[src/rtl/ttdma_pkg.sv]
// Package of constants and types for the two-channel DMA controller
package ttdma_pkg;
  localparam int NCH = 2;
  localparam int ADDR_W = 8;
  localparam int DATA_W = 32;
  localparam int PTR_W = 20;
  localparam int CNT_W = 16;
  localparam int MEM_W = 16;
  localparam int NCAUSE = 16;
  // Per-channel register offsets; channel 1 adds the stride
  localparam logic [7:0] OFS_SEL = 8'h00;
  localparam logic [7:0] OFS_CON = 8'h04;
  localparam logic [7:0] OFS_SRC = 8'h08;
  localparam logic [7:0] OFS_DST = 8'h0C;
  localparam logic [7:0] OFS_RLD = 8'h10;
  localparam logic [7:0] OFS_CNT = 8'h14;
  localparam logic [7:0] OFS_PTR = 8'h18;
  localparam logic [7:0] OFS_STRIDE = 8'h20;
  localparam logic [7:0] OFS_IRQ_STAT = 8'h40;
  localparam logic [7:0] OFS_IRQ_MASK = 8'h44;
  // request_select_reg fields
  localparam int SEL_CAUSE_LO = 0;
  localparam int SEL_CAUSE_HI = 3;
  localparam int SEL_EXT = 4;
  localparam int SEL_SWREQ = 5;
  // channel_control_reg fields
  localparam int CON_EN = 0;
  localparam int CON_PEND = 1;
  localparam int CON_WORD = 2;
  localparam int CON_RPT = 3;
  localparam int CON_SINC = 4;
  localparam int CON_DINC = 5;
  // Cause codes with special meaning
  localparam logic [3:0] CAUSE_PIN_FALL = 4'h0;
  localparam logic [3:0] CAUSE_SW = 4'h1;
  localparam logic [3:0] CAUSE_PIN_BOTH = 4'h7;
  localparam logic [PTR_W-1:0] STEP_BYTE = 20'h00001;
  localparam logic [PTR_W-1:0] STEP_WORD = 20'h00002;
  localparam logic [CNT_W-1:0] CNT_ONE = 16'h0001;
  localparam logic [CNT_W-1:0] CNT_ZERO = 16'h0000;
  typedef enum logic [3:0] {
    ST_IDLE = 4'h1,
    ST_READ = 4'h2,
    ST_CAPT = 4'h4,
    ST_WRITE = 4'h8
  } ttdma_state_t;
endpackage

[src/rtl/ttdma_top.sv]
// Two-channel cycle-stealing DMA controller with register port
`timescale 1ns/1ps
module ttdma_top (
  input wire logic core_clk_i,
  input wire logic rst_i,
  input wire logic [ttdma_pkg::ADDR_W-1:0] reg_addr_i,
  input wire logic [ttdma_pkg::DATA_W-1:0] reg_wdata_i,
  input wire logic reg_wr_i,
  input wire logic reg_rd_i,
  output logic [ttdma_pkg::DATA_W-1:0] reg_rdata_o,
  input wire logic [ttdma_pkg::NCAUSE-1:0] periph_req_i,
  input wire logic ext_irq_pin_0_i,
  input wire logic ext_irq_pin_1_i,
  output logic bus_own_o,
  output logic [ttdma_pkg::PTR_W-1:0] mem_addr_o,
  output logic [ttdma_pkg::MEM_W-1:0] mem_wdata_o,
  output logic mem_word_o,
  output logic mem_rd_o,
  output logic mem_wr_o,
  input wire logic [ttdma_pkg::MEM_W-1:0] mem_rdata_i,
  output logic irq_o
);
  import ttdma_pkg::*;

  // Address match for a channel register, used by writes and reads
  function automatic logic reg_hit(input logic [7:0] a, input int ch,
                                   input logic [7:0] ofs);
    return a == (ofs + ((ch != 0) ? OFS_STRIDE : 8'h00));
  endfunction

  logic [NCH-1:0] en_reg, pend_reg, word_reg, rpt_reg, sinc_reg, dinc_reg;
  logic [NCH-1:0] ext_reg, first_reg;
  logic [3:0] cause_reg [NCH];
  logic [PTR_W-1:0] src_reg [NCH];
  logic [PTR_W-1:0] dst_reg [NCH];
  logic [PTR_W-1:0] wptr_reg [NCH];
  logic [CNT_W-1:0] rld_reg [NCH];
  logic [CNT_W-1:0] cnt_reg [NCH];
  logic [PTR_W-1:0] src_addr [NCH];
  logic [PTR_W-1:0] dst_addr [NCH];
  logic [NCH-1:0] req_hit, ready, gnt, done, uflow;
  logic [NCH-1:0] pin_s1_reg, pin_s2_reg, pin_s3_reg, pin_fall, pin_both;
  logic [NCH-1:0] irq_stat_reg, irq_mask_reg;
  logic [DATA_W-1:0] rdata_next;
  logic sel_reg;
  ttdma_state_t state_reg;

  // Two-stage sync of the external pins; third stage only feeds edge detect
  always_ff @(posedge core_clk_i or posedge rst_i) begin
    if (rst_i) begin
      pin_s1_reg <= '0;
      pin_s2_reg <= '0;
      pin_s3_reg <= '0;
    end else begin
      pin_s1_reg <= {ext_irq_pin_1_i, ext_irq_pin_0_i};
      pin_s2_reg <= pin_s1_reg;
      pin_s3_reg <= pin_s2_reg;
    end
  end
  assign pin_fall = pin_s3_reg & ~pin_s2_reg;
  assign pin_both = pin_s3_reg ^ pin_s2_reg;

  // Channel 0 always beats channel 1; grants only from idle
  assign ready = pend_reg & en_reg;
  assign gnt[0] = (state_reg == ST_IDLE) && ready[0];
  assign gnt[1] = (state_reg == ST_IDLE) && ready[1] && !ready[0];

  genvar i;
  generate
    for (i = 0; i < NCH; i++) begin : g_ch
      logic wr_sel, wr_con, wr_src, wr_dst, wr_rld;
      logic [PTR_W-1:0] cur_ptr, step;
      assign wr_sel = reg_wr_i && reg_hit(reg_addr_i, i, OFS_SEL);
      assign wr_con = reg_wr_i && reg_hit(reg_addr_i, i, OFS_CON);
      assign wr_src = reg_wr_i && reg_hit(reg_addr_i, i, OFS_SRC);
      assign wr_dst = reg_wr_i && reg_hit(reg_addr_i, i, OFS_DST);
      assign wr_rld = reg_wr_i && reg_hit(reg_addr_i, i, OFS_RLD);
      assign done[i] = (state_reg == ST_WRITE) && (sel_reg == 1'(i));
      assign uflow[i] = done[i] && (cnt_reg[i] == CNT_ZERO);
      assign step = word_reg[i] ? STEP_WORD : STEP_BYTE;
      // First run after enable takes the programmed pointer
      assign cur_ptr = first_reg[i] ? (sinc_reg[i] ? src_reg[i] : dst_reg[i])
                                    : wptr_reg[i];
      // Source wins if software wrongly sets both directions
      assign src_addr[i] = sinc_reg[i] ? cur_ptr : src_reg[i];
      assign dst_addr[i] = (dinc_reg[i] && !sinc_reg[i]) ? cur_ptr
                                                         : dst_reg[i];

      // Request decode; interrupt mask and priority levels play no part
      always_comb begin
        req_hit[i] = wr_sel && reg_wdata_i[SEL_SWREQ];
        if (ext_reg[i]) begin
          if (cause_reg[i] == CAUSE_PIN_BOTH) begin
            req_hit[i] = req_hit[i] || pin_both[i];
          end
        end else if (cause_reg[i] == CAUSE_PIN_FALL) begin
          req_hit[i] = req_hit[i] || pin_fall[i];
        end else if (cause_reg[i] != CAUSE_SW) begin
          req_hit[i] = req_hit[i] || periph_req_i[cause_reg[i]];
        end
      end

      // Pending flag: one bit, so back-to-back requests merge
      always_ff @(posedge core_clk_i or posedge rst_i) begin
        if (rst_i) begin
          pend_reg[i] <= 1'b0;
        end else if (req_hit[i] && en_reg[i]) begin
          pend_reg[i] <= 1'b1;
        end else if (gnt[i]) begin
          pend_reg[i] <= 1'b0;
        end else if (wr_con && !reg_wdata_i[CON_PEND]) begin
          pend_reg[i] <= 1'b0;
        end
      end

      // Control bits; single-mode underflow drops the enable
      always_ff @(posedge core_clk_i or posedge rst_i) begin
        if (rst_i) begin
          en_reg[i] <= 1'b0;
          word_reg[i] <= 1'b0;
          rpt_reg[i] <= 1'b0;
          sinc_reg[i] <= 1'b0;
          dinc_reg[i] <= 1'b0;
          first_reg[i] <= 1'b0;
        end else begin
          if (wr_con) begin
            en_reg[i] <= reg_wdata_i[CON_EN];
            word_reg[i] <= reg_wdata_i[CON_WORD];
            rpt_reg[i] <= reg_wdata_i[CON_RPT];
            sinc_reg[i] <= reg_wdata_i[CON_SINC];
            dinc_reg[i] <= reg_wdata_i[CON_DINC];
          end else if (uflow[i] && !rpt_reg[i]) begin
            en_reg[i] <= 1'b0;
          end
          if (wr_con && reg_wdata_i[CON_EN] && !en_reg[i]) begin
            first_reg[i] <= 1'b1;
          end else if (gnt[i]) begin
            first_reg[i] <= 1'b0;
          end
        end
      end

      // Software-programmed selection, pointers and reload value
      always_ff @(posedge core_clk_i or posedge rst_i) begin
        if (rst_i) begin
          cause_reg[i] <= 4'h0;
          ext_reg[i] <= 1'b0;
          src_reg[i] <= '0;
          dst_reg[i] <= '0;
          rld_reg[i] <= '0;
        end else begin
          if (wr_sel) begin
            cause_reg[i] <= reg_wdata_i[SEL_CAUSE_HI:SEL_CAUSE_LO];
            ext_reg[i] <= reg_wdata_i[SEL_EXT];
          end
          if (wr_src) begin
            src_reg[i] <= reg_wdata_i[PTR_W-1:0];
          end
          if (wr_dst) begin
            dst_reg[i] <= reg_wdata_i[PTR_W-1:0];
          end
          if (wr_rld) begin
            rld_reg[i] <= reg_wdata_i[CNT_W-1:0];
          end
        end
      end

      // Working pointer and counter; N+1 transfers per reload value N
      always_ff @(posedge core_clk_i or posedge rst_i) begin
        if (rst_i) begin
          wptr_reg[i] <= '0;
          cnt_reg[i] <= '0;
        end else if (gnt[i] && first_reg[i]) begin
          wptr_reg[i] <= cur_ptr;
          cnt_reg[i] <= rld_reg[i];
        end else if (done[i]) begin
          if (sinc_reg[i] || dinc_reg[i]) begin
            wptr_reg[i] <= wptr_reg[i] + step;
          end
          if (uflow[i]) begin
            cnt_reg[i] <= rpt_reg[i] ? rld_reg[i] : CNT_ZERO;
          end else begin
            cnt_reg[i] <= cnt_reg[i] - CNT_ONE;
          end
        end
      end

      a_pend_on_grant: assert property (@(posedge core_clk_i) disable iff (rst_i)
        gnt[i] && !(req_hit[i] && en_reg[i]) |=> !pend_reg[i])
        else $error("pending not cleared on grant");
      a_single_halts: assert property (@(posedge core_clk_i) disable iff (rst_i)
        uflow[i] && !rpt_reg[i] && !wr_con |=> !en_reg[i] ##1 !gnt[i])
        else $error("single run kept enable");
      a_repeat_reload: assert property (@(posedge core_clk_i) disable iff (rst_i)
        uflow[i] && rpt_reg[i] && !wr_rld |=> cnt_reg[i] == rld_reg[i])
        else $error("repeat counter not reloaded");
      a_uflow_irq: assert property (@(posedge core_clk_i) disable iff (rst_i)
        uflow[i] |=> irq_stat_reg[i] ##1 (irq_o || !$past(irq_mask_reg[i])))
        else $error("underflow did not flag interrupt");
      a_pend_w1_kept: assert property (@(posedge core_clk_i) disable iff (rst_i)
        pend_reg[i] && wr_con && reg_wdata_i[CON_PEND] && !gnt[i]
        |=> pend_reg[i])
        else $error("writing one cleared pending");
      a_disable_blocks: assert property (@(posedge core_clk_i) disable iff (rst_i)
        !en_reg[i] && !pend_reg[i] |=> !pend_reg[i])
        else $error("disabled channel granted");
    end
  endgenerate

  // Transfer sequencer; owns the bus for read, capture and write
  always_ff @(posedge core_clk_i or posedge rst_i) begin
    if (rst_i) begin
      state_reg <= ST_IDLE;
      sel_reg <= 1'b0;
      bus_own_o <= 1'b0;
      mem_addr_o <= '0;
      mem_wdata_o <= '0;
      mem_word_o <= 1'b0;
      mem_rd_o <= 1'b0;
      mem_wr_o <= 1'b0;
    end else begin
      case (state_reg)
        ST_IDLE: begin
          // CPU is held off at once by the bus ownership level
          if (|gnt) begin
            sel_reg <= gnt[1];
            bus_own_o <= 1'b1;
            mem_addr_o <= gnt[1] ? src_addr[1] : src_addr[0];
            mem_word_o <= gnt[1] ? word_reg[1] : word_reg[0];
            mem_rd_o <= 1'b1;
            state_reg <= ST_READ;
          end
        end
        ST_READ: begin
          mem_rd_o <= 1'b0;
          state_reg <= ST_CAPT;
        end
        ST_CAPT: begin
          // Read data is valid the cycle after the read strobe
          mem_wdata_o <= mem_rdata_i;
          mem_addr_o <= dst_addr[sel_reg];
          mem_wr_o <= 1'b1;
          state_reg <= ST_WRITE;
        end
        ST_WRITE: begin
          mem_wr_o <= 1'b0;
          bus_own_o <= 1'b0;
          state_reg <= ST_IDLE;
        end
        default: begin
          mem_rd_o <= 1'b0;
          mem_wr_o <= 1'b0;
          bus_own_o <= 1'b0;
          state_reg <= ST_IDLE;
        end
      endcase
    end
  end

  a_read_write: assert property (@(posedge core_clk_i) disable iff (rst_i)
    $rose(mem_rd_o) |-> bus_own_o ##1 !mem_rd_o ##1 mem_wr_o ##1 !mem_wr_o)
    else $error("transfer not one read then one write");
  a_bus_priority: assert property (@(posedge core_clk_i) disable iff (rst_i)
    (mem_rd_o || mem_wr_o) |-> bus_own_o)
    else $error("bus cycle without ownership");
  a_ch0_first: assert property (@(posedge core_clk_i) disable iff (rst_i)
    state_reg == ST_IDLE && ready[0] |=> mem_rd_o && !sel_reg)
    else $error("channel 0 not served first");
  a_wdata_copy: assert property (@(posedge core_clk_i) disable iff (rst_i)
    state_reg == ST_CAPT |=> mem_wdata_o == $past(mem_rdata_i))
    else $error("write data differs from read data");

  // Interrupt status: set beats a write-one clear in the same cycle
  always_ff @(posedge core_clk_i or posedge rst_i) begin
    if (rst_i) begin
      irq_stat_reg <= '0;
      irq_mask_reg <= '0;
      irq_o <= 1'b0;
    end else begin
      if (reg_wr_i && reg_addr_i == OFS_IRQ_STAT) begin
        irq_stat_reg <= (irq_stat_reg & ~reg_wdata_i[NCH-1:0]) | uflow;
      end else begin
        irq_stat_reg <= irq_stat_reg | uflow;
      end
      if (reg_wr_i && reg_addr_i == OFS_IRQ_MASK) begin
        irq_mask_reg <= reg_wdata_i[NCH-1:0];
      end
      irq_o <= |(irq_stat_reg & irq_mask_reg);
    end
  end

  // Read mux; unmapped addresses and reserved bits read zero
  always_comb begin
    rdata_next = '0;
    for (int c = 0; c < NCH; c++) begin
      if (reg_hit(reg_addr_i, c, OFS_SEL)) begin
        rdata_next[SEL_CAUSE_HI:SEL_CAUSE_LO] = cause_reg[c];
        rdata_next[SEL_EXT] = ext_reg[c];
      end
      if (reg_hit(reg_addr_i, c, OFS_CON)) begin
        rdata_next[CON_EN] = en_reg[c];
        rdata_next[CON_PEND] = pend_reg[c];
        rdata_next[CON_WORD] = word_reg[c];
        rdata_next[CON_RPT] = rpt_reg[c];
        rdata_next[CON_SINC] = sinc_reg[c];
        rdata_next[CON_DINC] = dinc_reg[c];
      end
      if (reg_hit(reg_addr_i, c, OFS_SRC)) rdata_next[PTR_W-1:0] = src_reg[c];
      if (reg_hit(reg_addr_i, c, OFS_DST)) rdata_next[PTR_W-1:0] = dst_reg[c];
      if (reg_hit(reg_addr_i, c, OFS_RLD)) rdata_next[CNT_W-1:0] = rld_reg[c];
      if (reg_hit(reg_addr_i, c, OFS_CNT)) rdata_next[CNT_W-1:0] = cnt_reg[c];
      if (reg_hit(reg_addr_i, c, OFS_PTR)) rdata_next[PTR_W-1:0] = wptr_reg[c];
    end
    if (reg_addr_i == OFS_IRQ_STAT) rdata_next[NCH-1:0] = irq_stat_reg;
    if (reg_addr_i == OFS_IRQ_MASK) rdata_next[NCH-1:0] = irq_mask_reg;
  end

  // Read data shows only in the cycle after the strobe
  always_ff @(posedge core_clk_i or posedge rst_i) begin
    if (rst_i) begin
      reg_rdata_o <= '0;
    end else begin
      reg_rdata_o <= reg_rd_i ? rdata_next : '0;
    end
  end
  // The source's own interrupt flag has no path from this block
endmodule

[config.mk]
export PLATFORM = sky130hd
export DESIGN_NAME = ttdma_top
export DESIGN_NICKNAME = d
export VERILOG_FILES = /design/src/rtl/ttdma_pkg.sv /design/src/rtl/ttdma_top.sv
export SDC_FILE = /design/constraint.sdc
export NUM_CORES = 1
export LEC_CHECK = 0
export BUFFER_PORTS_ARGS = -buffer_cell sky130_fd_sc_hd__buf_2
export CORE_MARGIN = 2
export CORE_UTILIZATION = 50
export CTS_CLUSTER_DIAMETER = 150
export CTS_CLUSTER_SIZE = 20
export DETAILED_ROUTE_END_ITERATION = 12
export PLACE_DENSITY = 0.72
export SYNTH_ARGS = -nofsm -noshare
export SYNTH_HDL_FRONTEND = slang
export SYNTH_SLANG_ARGS = --single-unit
[constraint.sdc]
create_clock -name core_clk_i -period 7.9 [get_ports core_clk_i]
set_input_delay 0.79 -clock core_clk_i [delete_from_list [all_inputs] [get_ports core_clk_i]]
set_output_delay 0.79 -clock core_clk_i [all_outputs]
set_load 0.02 [all_outputs]
# ---- Word-level counts from Yosys, hierarchy flattened
# Index checks and enable logic that the tools add are counted.
dict set report word_totals {
  reg_bits 284
}
dict set report op_classes {
  n_addsub 4
  order_cmp 3
  eq_ne 24
  mux 81
  bitwise_logic 13
  n_reduce_logical 78
}
# op n
set ops {}
lappend ops {{20-bit 2-to-1 mux} 26}
lappend ops {{16-bit 2-to-1 mux} 12}
lappend ops {{8-bit by 6-bit == test with 1-bit output, second input constant} 7}
lappend ops {{20-bit by 2-bit adder with 20-bit output} 2}
lappend ops {{20-bit case mux with 2 select lines} 1}
lappend ops {{1-bit logical AND} 35}
lappend ops {{16-bit logical NOT} 2}
lappend ops {{16-bit by 1-bit subtractor with 16-bit output, second input constant} 2}
lappend ops {{1-bit 2-to-1 mux} 26}
lappend ops {{8-bit by 5-bit == test with 1-bit output, second input constant} 3}
lappend ops {{2-bit nonzero test} 9}
lappend ops {{8-bit by 4-bit == test with 1-bit output, second input constant} 2}
lappend ops {{8-bit by 7-bit == test with 1-bit output, second input constant} 2}
lappend ops {{4-bit by 3-bit == test with 1-bit output, second input constant} 3}
lappend ops {{6-bit 2-to-1 mux} 2}
lappend ops {{4-bit case mux with 3 select lines} 1}
lappend ops {{2-bit AND reduction} 6}
lappend ops {{4-bit by 5-bit < comparator with 1-bit output, second input constant} 2}
lappend ops {{2-bit 2-to-1 mux} 5}
lappend ops {{5-bit 2-to-1 mux} 2}
lappend ops {{2-bit OR reduction} 5}
lappend ops {{2-bit AND} 4}
lappend ops {{1-bit binary-select mux with 4-bit select} 2}
lappend ops {{8-bit by 3-bit == test with 1-bit output, second input constant} 1}
lappend ops {{18 further kinds} 41}

# ---- Longest topological paths before layout
# Gate-level depths: netlist of run 1.
dict set report depth {
  word_depth 18
  ltp_mapped 10
  mapped_depth_nobuf 10
}

# ---- Least setup slack after synthesis of run 1
# No wires, ideal clock.
dict set report synth_path {
  kind {input -> register}
  start {input port reg_addr_i[4] (netlist bit)}
  end {register rld_reg[16] (netlist bit)}
  setup_ns 0.125
  t_arrival_ns 2.502
  required_time_ns 7.775
  setup_slack_ns 5.274
  path_stages 7
  cell_sequence {buf_2 > or4b_1 > clkbuf_1 > nor2_2 > nand2_2 > buf_2 > mux2_2}
}
dict set report synth_between {
  elab_chain_len 2
}
# element line_no
set synth_lines {}
lappend synth_lines {{start, declared} ttdma_top.sv:6} ;# input wire logic [ttdma_pkg::ADDR_W-1:0] reg_addr_i,
lappend synth_lines {{8-bit by 5-bit == test with 1-bit output} ttdma_top.sv:28} ;# return a == (ofs + ((ch != 0) ? OFS_STRIDE : 8'h00));
lappend synth_lines {{1-bit logical AND} ttdma_top.sv:77} ;# assign wr_rld = reg_wr_i && reg_hit(reg_addr_i, i, OFS_RLD);
lappend synth_lines {{end signal, assigned by index} ttdma_top.sv:163} ;# rld_reg[i] <= reg_wdata_i[CNT_W-1:0];
lappend synth_lines {{end, declared} ttdma_top.sv:37} ;# logic [CNT_W-1:0] rld_reg [NCH];
# Every way passes these cells.
# A chain may end at the register's enable or synchronous reset.

# ---- Worst setup path after layout of run 1
dict set report layout_path {
  start {input port reg_addr_i[3] (netlist bit)}
  end {register src_reg[20] (netlist bit)}
}
dict set report layout_between {
  elab_chain_len 2
}
# element line_no
set layout_lines {}
lappend layout_lines {{8-bit by 4-bit == test with 1-bit output} ttdma_top.sv:28}
lappend layout_lines {{1-bit logical AND} ttdma_top.sv:75} ;# assign wr_src = reg_wr_i && reg_hit(reg_addr_i, i, OFS_SRC);
lappend layout_lines {{end signal, assigned by index} ttdma_top.sv:157} ;# src_reg[i] <= reg_wdata_i[PTR_W-1:0];
lappend layout_lines {{end, declared} ttdma_top.sv:34} ;# logic [PTR_W-1:0] src_reg [NCH];
# Every way passes these cells.

==> impl_metrics.ini, run 1 <==
[run_status]
status = complete, no violations

[drt]
drc = 0
via_count = 14500
antenna_left = 0
vias_per_cell = 6.59
routedWlPerCell_um = 25.7
wirelength_mm = 56.3
drtIter0Drc = 1847
dr.pass1.iters = 6

[timing]
slew_headroom = 0.198
hold_violations = 0
tns_ns = 0
slew_violations = 0
clock.fmax_ghz = 0.292
rsz0062_at_grt = no
setup-violations-final = 0
worst_clock_skew_ns = 0.0328
finalCriticalPeriod_ns = 3.42
period_share = 0.433
worstMarginPinSlew_ns = 1.19

[die]
chipWidth_um = 185
initial_core_util = 0.507
fp.dieH_um = 185
pin_count = 151
core_area_um2 = 32500
die-area_um2 = 34400
rows = 66

[global_routing]
grt_pass1_vias = 13400
grt_max_degree = 170
overflow = 0
grt_pass1_wl_mm = 84.6
grt_usage = 0.328
antenna_found_initial = 1

[layout]
drive_gt1_frac = 0.208
register_area_um2 = 7110
syn2layout_area_growth_pct = 8.43
fillerInstances = 2934
multi_input_area_um2 = 8690
final_common_cell = dfrtp_1
final_nets = 1833
stdcell_count = 2194
most-common-layout-cells = 283 x dfrtp_1, 194 x nand2_1, 148 x mux2_2, 124 x buf_2, 104 x o21ai_0

[worst_setup_path]
crit_type = input pin to flip-flop
r2r_cells = 10
cp-start-kind = input pin
crit_fanout = 40
worstSetupEndpointType = flip-flop
cp.required_ns = 8.29
cp.arrival_ns = 3.81

[logic_synthesis]
synth_top_area_frac = 0.430
synthCells = 1700
ys_seq_area_frac = 0.432
synth-main-ff-cell = dfrtp_1
syn_avg_cell_area_um2 = 9.69
syn_area_um2 = 16500
synth_edf_count = 0
yosysUniqueCellTypes = 83
async_flop_share = 1.00
yosys_warnings = 0
synth_top_cell_by_area = dfrtp_1
synth_area_leaders = dfrtp_1 43%, mux2_2 10%, mux2i_1 5.8%
ys_ff_latch = 284

[clock_network]
clk_pin_slew_ns = 0.10
cts_setup_buffers = 0
h-tree-depth = 1
cts.path.max_buffers = 3
cts_sinks = 284
clkLatencyLatePin_ns = 0.54
hold_buffers = 0
cts_tree = done
ctsResizeCount = 0
cts_buffers = 18
root_buffer = clkbuf_16

[placement]
place_inst = 2167
dp_hpwl_mm = 40.1
io_buffers = 124
gp_congestion = 0.956

[flow_run]
cap_violations = 0

[min_path]
hold_class = input pin to flip-flop
whs_path_depth = 1

[power_and_ir_drop]
p_leak_nw = 8.00
ir_drop_mv = 0.155
power_density_nw_per_um2 = 220
-- metal layers --
layer  share of wire  vias up  track usage
met1            0.42     7167        0.476
li1                -     6337            -
met3            0.11      119       0.0657
met5               0        -            0
met4           0.037        0        0.110
met2            0.44      838        0.490
-- worst max-delay path: stages --
cell	delay, ns
buf_2	0.08
buf_4	0.40
or4b_2	0.94
nor2_1	0.18
buf_4	0.23
nand2_1	0.62
mux2_2	0.53
-- stage by stage --
stage	worst slack (ns)	power (mW)	area, um2	hold WS [ns]	utilization
global route	4.36	4.10	17900	0.356	0.550
detailed placement	3.99	2.96	17300	0.337	0.534
CTS	4.52	3.92	17900	0.347	0.550
floorplan	3.35	2.59	16500	0.331	-
global placement	4.02	2.93	17300	0.333	0.534
finish	4.48	3.93	17900	0.349	0.550
-- path summary, 6_finish.rpt --
kind,from,end,slack (ns)
max in group asynchronous,rst_i,src_reg[20],6.13
worst min-delay path,ext_irq_pin_1_i,pin_s1_reg[1],0.35
worst max-delay path,reg_addr_i[3],src_reg[20],4.48
min in group asynchronous,rst_i,en_reg[1],0.46
worst min register to register,pin_s1_reg[0],pin_s2_reg[0],0.37
worst max register to register,word_reg[0],wptr_reg[38],4.79
-- cells by family after synthesis --
| family | Yosys count | share of synthesized area |
|---|---|---|
| flops | 284 | 0.432 |
| compound gates | 444 | 0.179 |
| other cells | 1 | 0.000228 |
| buf+inv | 175 | 0.0447 |
| simple gates | 509 | 0.151 |
| xor+xnor | 25 | 0.0133 |
| mux | 252 | 0.171 |
| fa+ha+maj | 10 | 0.00851 |
-- Yosys cell counts (11+ instances only) --
library cell,instances
dfrtp_1,283
nand2_1,194
mux2_2,148
clkbuf_1,106
o21ai_0,104
a21oi_1,102
mux2i_1,95
nor2_1,92
nand3_1,45
inv_1,36
o22ai_1,35
nor2b_1,34
nor3_1,34
a211oi_1,31
a221oi_1,22
o221ai_1,22
a22oi_1,16
o211ai_1,15
or3_1,15
nand4_1,14
xnor2_1,14
buf_4,12
nand2b_1,11
xor2_1,11
-- cell type report --
type	count	area share
diodes	1	0.000140
clock buffers	25	0.0279
clock inverters	1	0.000911
inverters	36	0.00778
multi-input cells	1252	0.487
flip-flops and latches	284	0.398
well taps	442	0.0310
repair buffers	153	0.0476
-- power by group --
part           switching [mW]  leakage [nW]  internal, mW
sequential              0.208          3.83          1.62
clock                   0.527         0.249         0.446
combinational           0.734          3.92         0.392
total                    1.47          8.00          2.46
No activity file was read; power rests on OpenSTA's default activity.
==> run 2, diff against run 1 <==
PLACE_DENSITY = 0.69   (was 0.72)
clock period = 3.2 ns   (was 7.9 ns; I/O delays follow)
==> run 2 against run 1 <==
  * Global-route usage increased by 1.2 points
  * Non-clock buffer count increased by 59
  * Routed wire length increased by 2.8%
  * Worst setup slack got worse by 4.1 ns
  * Sequential cell count unchanged
  * Sequential power increased by 150%
  * Core utilization increased by 1.7 points
  * Final area increased by 3.1%
  * First-iteration DRC count decreased by 3.7%
  * Critical path type is now flip-flop to flip-flop
  * Critical endpoint is now wptr_reg[38]
==> impl_metrics.ini, run 2 (synthesized netlist as in run 1, its figures left out) <==
[min_path]
hold_class = input pin to flip-flop

[placement]
postPlaceCellArea_um2 = 17700
dp_hpwl_mm = 42.1
gp_congestion = 1.00
place_inst = 2207
io_buffers = 124
preCtsSetupSlack_ns = 0.422

[layout]
post-route-cell-area_um2 = 18400
final_common_cell = dfrtp_1
register_area_um2 = 7110
drive_gt1_frac = 0.224
syn2layout_area_growth_pct = 11.8
multi_input_area_um2 = 8690
fillerInstances = 2909
stdcell_count = 2255
most-common-layout-cells = 283 x dfrtp_1, 194 x nand2_1, 148 x mux2_2, 124 x buf_2, 104 x o21ai_0
final_core_util = 0.567
final_nets = 1892

[timing]
finalCriticalPeriod_ns = 2.83
slew_headroom = 0.313
clock.fmax_ghz = 0.353
slew_violations = 0
rsz0062_at_grt = no
fin_ws_ns = 0.370
worstMarginPinSlew_ns = 1.02
holdWs_ns = 0.129
period_share = 0.884
hold_violations = 0
setup-violations-final = 0
tns_ns = 0
worst_clock_skew_ns = 0.0398

[die]
rows = 66
fp.dieH_um = 185
initial_core_util = 0.507
pin_count = 151
chipWidth_um = 185
die-area_um2 = 34400
core_area_um2 = 32500

[clock_network]
h-tree-depth = 1
clkLatencyLatePin_ns = 0.53
cts_sinks = 284
clk_pin_slew_ns = 0.09
cts.path.max_buffers = 3
root_buffer = clkbuf_16
ctsResizeCount = 0
cts_buffers = 18
cts_tree = done

[drt]
routedWlPerCell_um = 25.7
dr.pass1.iters = 6
drtIter0Drc = 1779
drc = 0
wirelength_mm = 57.9
vias_per_cell = 6.53
via_count = 14700
antenna_left = 0

[power_and_ir_drop]
swShare = 0.373
p_leak_nw = 8.30
ir_drop_mv = 0.482
p_sw_mw = 3.66
clkPwrFrac = 0.242
power_frac_comb = 0.299
p_int_mw = 6.17
pwr-share-seq = 0.459
power_density_nw_per_um2 = 534
totalPowerFinal_mw = 9.83

[global_routing]
grt_usage = 0.340
grt_pass1_wl_mm = 87.7
antenna_found_initial = 2
grt_max_degree = 74
overflow = 0
grt_pass1_vias = 14100

[worst_setup_path]
cp-start-kind = flip-flop
cp.arrival_ns = 3.23
critPathBufInv = 2
cp.required_ns = 3.60
crit_type = flip-flop to flip-flop
r2r_setup_slack_ns = 0.37
path_cells = inv_1, ha_1, inv_1, fa_1, nand3b_1, nor3_1, and3_1, and3_1, o21ai_0, a221o_1
crit_fanout = 4
critPathSlowestCell = fa_1
worstSetupEndpointType = flip-flop
cp_top_family = simple AND/OR/NAND/NOR gates
critPathMaxStageDelay_ns = 0.41

[run_status]
status = complete, no violations

[flow_run]
cap_violations = 0
-- run 2: cell count changes in the layout (fill, tap and decap cells not counted) --
cell           delta
buf_12            +4
buf_4            +36
clkbuf_1          +1
diode_2           +1
dlygate4sd3_1    +19
-- run 2: final timing paths --
kind                                      start            end  depth (start not counted)
worst max register to register      word_reg[0]   wptr_reg[38]                         10
worst min-delay path            reg_wdata_i[19]    src_reg[19]                          2
worst max-delay path                word_reg[0]   wptr_reg[38]                         10
min in group asynchronous                 rst_i  pin_s1_reg[1]                          3
worst min register to register    pin_s1_reg[0]  pin_s2_reg[0]                          0
max in group asynchronous                 rst_i   wptr_reg[32]                          4
-- run 2: power groups by stage --
| stage | Sequential [mW] | Clock, mW | Combinational, mW |
|---|---|---|---|
| after floorplan | 4.57 | 0 | 1.83 |
| after global placement | 4.54 | 0 | 2.78 |
| after detailed placement | 4.55 | 0 | 2.85 |
| after CTS | 4.48 | 2.43 | 2.89 |
| after global routing | 4.55 | 2.54 | 3.18 |
| final | 4.51 | 2.38 | 2.94 |
-- run 2: timing repair --
action / 4_1_cts / 5_1_grt
hold buffers: 19 / 0
endpoints found under the hold margin: 30 / 0
setup buffers: 0 / 0
-- run 2: routing by layer --
layer / global-route usage / part of all wire / vias to the layer above
met5: 0 / 0 / -
met4: 0.124 / 0.039 / 0
met2: 0.510 / 0.44 / 902
met3: 0.0743 / 0.10 / 138
li1: - / - / 6447
met1: 0.483 / 0.42 / 7240
-- run 2: final cells by class --
cell class | instances | share of cell area
Antenna cell | 2 | 0.000272
Clock buffer | 26 | 0.0273
Clock inverter | 1 | 0.000884
Inverter | 36 | 0.00755
Multi-Input combinational cell | 1252 | 0.472
Sequential cell | 284 | 0.386
Tap cell | 442 | 0.0300
Timing Repair Buffer | 212 | 0.0756
==> run 3, diff against run 2 <==
CAP_MARGIN = 10   (was unset)
PLACE_DENSITY = 0.72   (was 0.69)
RECOVER_POWER = 25   (was unset)
clock period = 2.5 ns   (was 3.2 ns; I/O delays follow)
==> run 3 against run 2 <==
  * The flow now finishes with violations (max-capacitance violations, max-slew violations, negative setup slack)
  * Routed wire length increased by 3.8%
  * Core utilization increased by 1.7 points
  * Clock skew decreased by 0.0065 ns
  * Largest power group unchanged
  * Highest routed layer unchanged
==> impl_metrics.ini, run 3 (synthesized netlist as in run 1, its figures left out) <==
[global_routing]
grt_pass1_wl_mm = 89.8
antenna_found_initial = 1
grt_usage = 0.351
grt_pass1_vias = 14200
grt_max_degree = 104
overflow = 0

[timing]
clock.fmax_ghz = 0.392
hold_violations = 0
setup-violations-final = 2
rsz0062_at_grt = no
worstMarginPinSlew_ns = 1.55
slew_headroom = -0.0336
period_share = 1.02
finalCriticalPeriod_ns = 2.55
slew_violations = 63
fin_ws_ns = -0.0511
worst_clock_skew_ns = 0.0334

[power_and_ir_drop]
power_density_nw_per_um2 = 676
pwr-share-seq = 0.445
p_int_mw = 8.07
p_leak_nw = 8.63
swShare = 0.370
power_frac_comb = 0.316
totalPowerFinal_mw = 12.8
p_sw_mw = 4.73
ir_drop_mv = 0.492
clkPwrFrac = 0.239

[clock_network]
cts_tree = done
h-tree-depth = 1
root_buffer = clkbuf_16
cts.path.max_buffers = 3
clkLatencyLatePin_ns = 0.53
cts_buffers = 18
clk_pin_slew_ns = 0.08
cts_sinks = 284

[worst_setup_path]
crit_type = flip-flop to flip-flop
crit_path_end = wptr_reg[37]
critPathSlowestCell = nor3_2
r2r_cells = 5
timing.rr.start = en_reg[0]
startpoint = en_reg[0]
worstSetupEndpointType = flip-flop
cp-start-kind = flip-flop
path_cells = nand4b_1, nor3_2, nor2_1, o21ai_0, o211ai_1
cp.arrival_ns = 2.94
critPathMaxStageDelay_ns = 0.61
r2r_setup_slack_ns = -0.05
cp.required_ns = 2.89
timing.rr.end = wptr_reg[37]
crit_fanout = 9

[die]
fp.dieH_um = 185
die-area_um2 = 34400
chipWidth_um = 185
initial_core_util = 0.507
core_area_um2 = 32500
pin_count = 151
rows = 66

[drt]
via_count = 15100
wirelength_mm = 60.1
dr.pass1.iters = 6
antenna_left = 0
vias_per_cell = 6.49
drtIter0Drc = 1885
drc = 0
routedWlPerCell_um = 25.9

[layout]
final_core_util = 0.584
final_nets = 1961
syn2layout_area_growth_pct = 15.0
most-common-layout-cells = 282 x dfrtp_1, 193 x nand2_1, 148 x mux2_2, 127 x buf_4, 124 x buf_2
final_common_cell = dfrtp_1
drive_gt1_frac = 0.255
fillerInstances = 2842

[run_status]
status = finished with violations
violations = max-capacitance violations, max-slew violations, negative setup slack

[placement]
gp_congestion = 0.994
io_buffers = 124
dp_hpwl_mm = 44.3

[flow_run]
cap_violations = 1

[min_path]
hold_class = input pin to flip-flop
-- run 3: final cells by class --
| cell class | count | area [um2] | area share |
|---|---|---|---|
| diodes | 1 | 2.50 | 0.000132 |
| clock buffers | 26 | 502 | 0.0265 |
| clock inverters | 1 | 16.3 | 0.000858 |
| inverters | 36 | 136 | 0.00720 |
| multi-input cells | 1252 | 8710 | 0.460 |
| flip-flops and latches | 284 | 7110 | 0.375 |
| well taps | 442 | 553 | 0.0292 |
| repair buffers | 281 | 1920 | 0.101 |
-- run 3: metal layers --
layer  GRT usage  vias up  share of wire
li1            -     6597              -
met5           0        -              0
met3      0.0522      139          0.093
met4       0.124        0          0.041
met1       0.511     7524           0.43
met2       0.535      825           0.44
-- run 3: critical path: cells and delay by family (launching register included) --
kind             cells  cell delay (ns)
AO/OA/AOI/OAI        2             0.40
flip-flops           1             0.58
AND/OR/NAND/NOR      3             1.43
-- run 3: how the worst min path moves through the flow --
stage / start / end / slack [ns] / cells after the start
2_1_floorplan: ext_irq_pin_0_i / pin_s1_reg[0] / 0.28 / 0
3_3_place_gp: pin_s1_reg[0] / pin_s2_reg[0] / 0.33 / 0
3_5_place_dp: pin_s1_reg[0] / pin_s2_reg[0] / 0.35 / 0
4_1_cts: reg_wdata_i[17] / dst_reg[37] / 0.02 / 2
5_1_grt: reg_rd_i / reg_rdata_o[1] / 0.04 / 3
6_report: reg_rd_i / reg_rdata_o[1] / 0.03 / 3
-- run 3: repair_timing --
action	CTS	global route
hold endpoints to repair	128	0
hold buffers	19	0
gates resized for setup	0	7
setup endpoints to repair	0	7
setup buffers	0	1
-- run 3: power groups by stage --
stage,logic (mW),registers (mW),clock network [mW]
final,4.05,5.70,3.06
after global routing,4.39,5.75,3.26
after CTS,3.99,5.67,3.10
after detailed placement,3.96,5.75,0
after global placement,3.86,5.75,0
after floorplan,2.35,5.85,0
-- run 3: per-stage QoR --
step	area (um2)	setup slack [ns]	hold slack [ns]	cells	setup TNS, ns
after global placement	18300	0.0469	0.334	2275	0
after floorplan	16500	-1.51	0.281	1711	-428.53
after global routing	18900	0.0134	0.0423	2322	0
final	18900	-0.0511	0.0292	2323	-0.101
after CTS	19000	0.0284	0.0239	2321	0
after detailed placement	18300	0.0565	0.346	2275	0
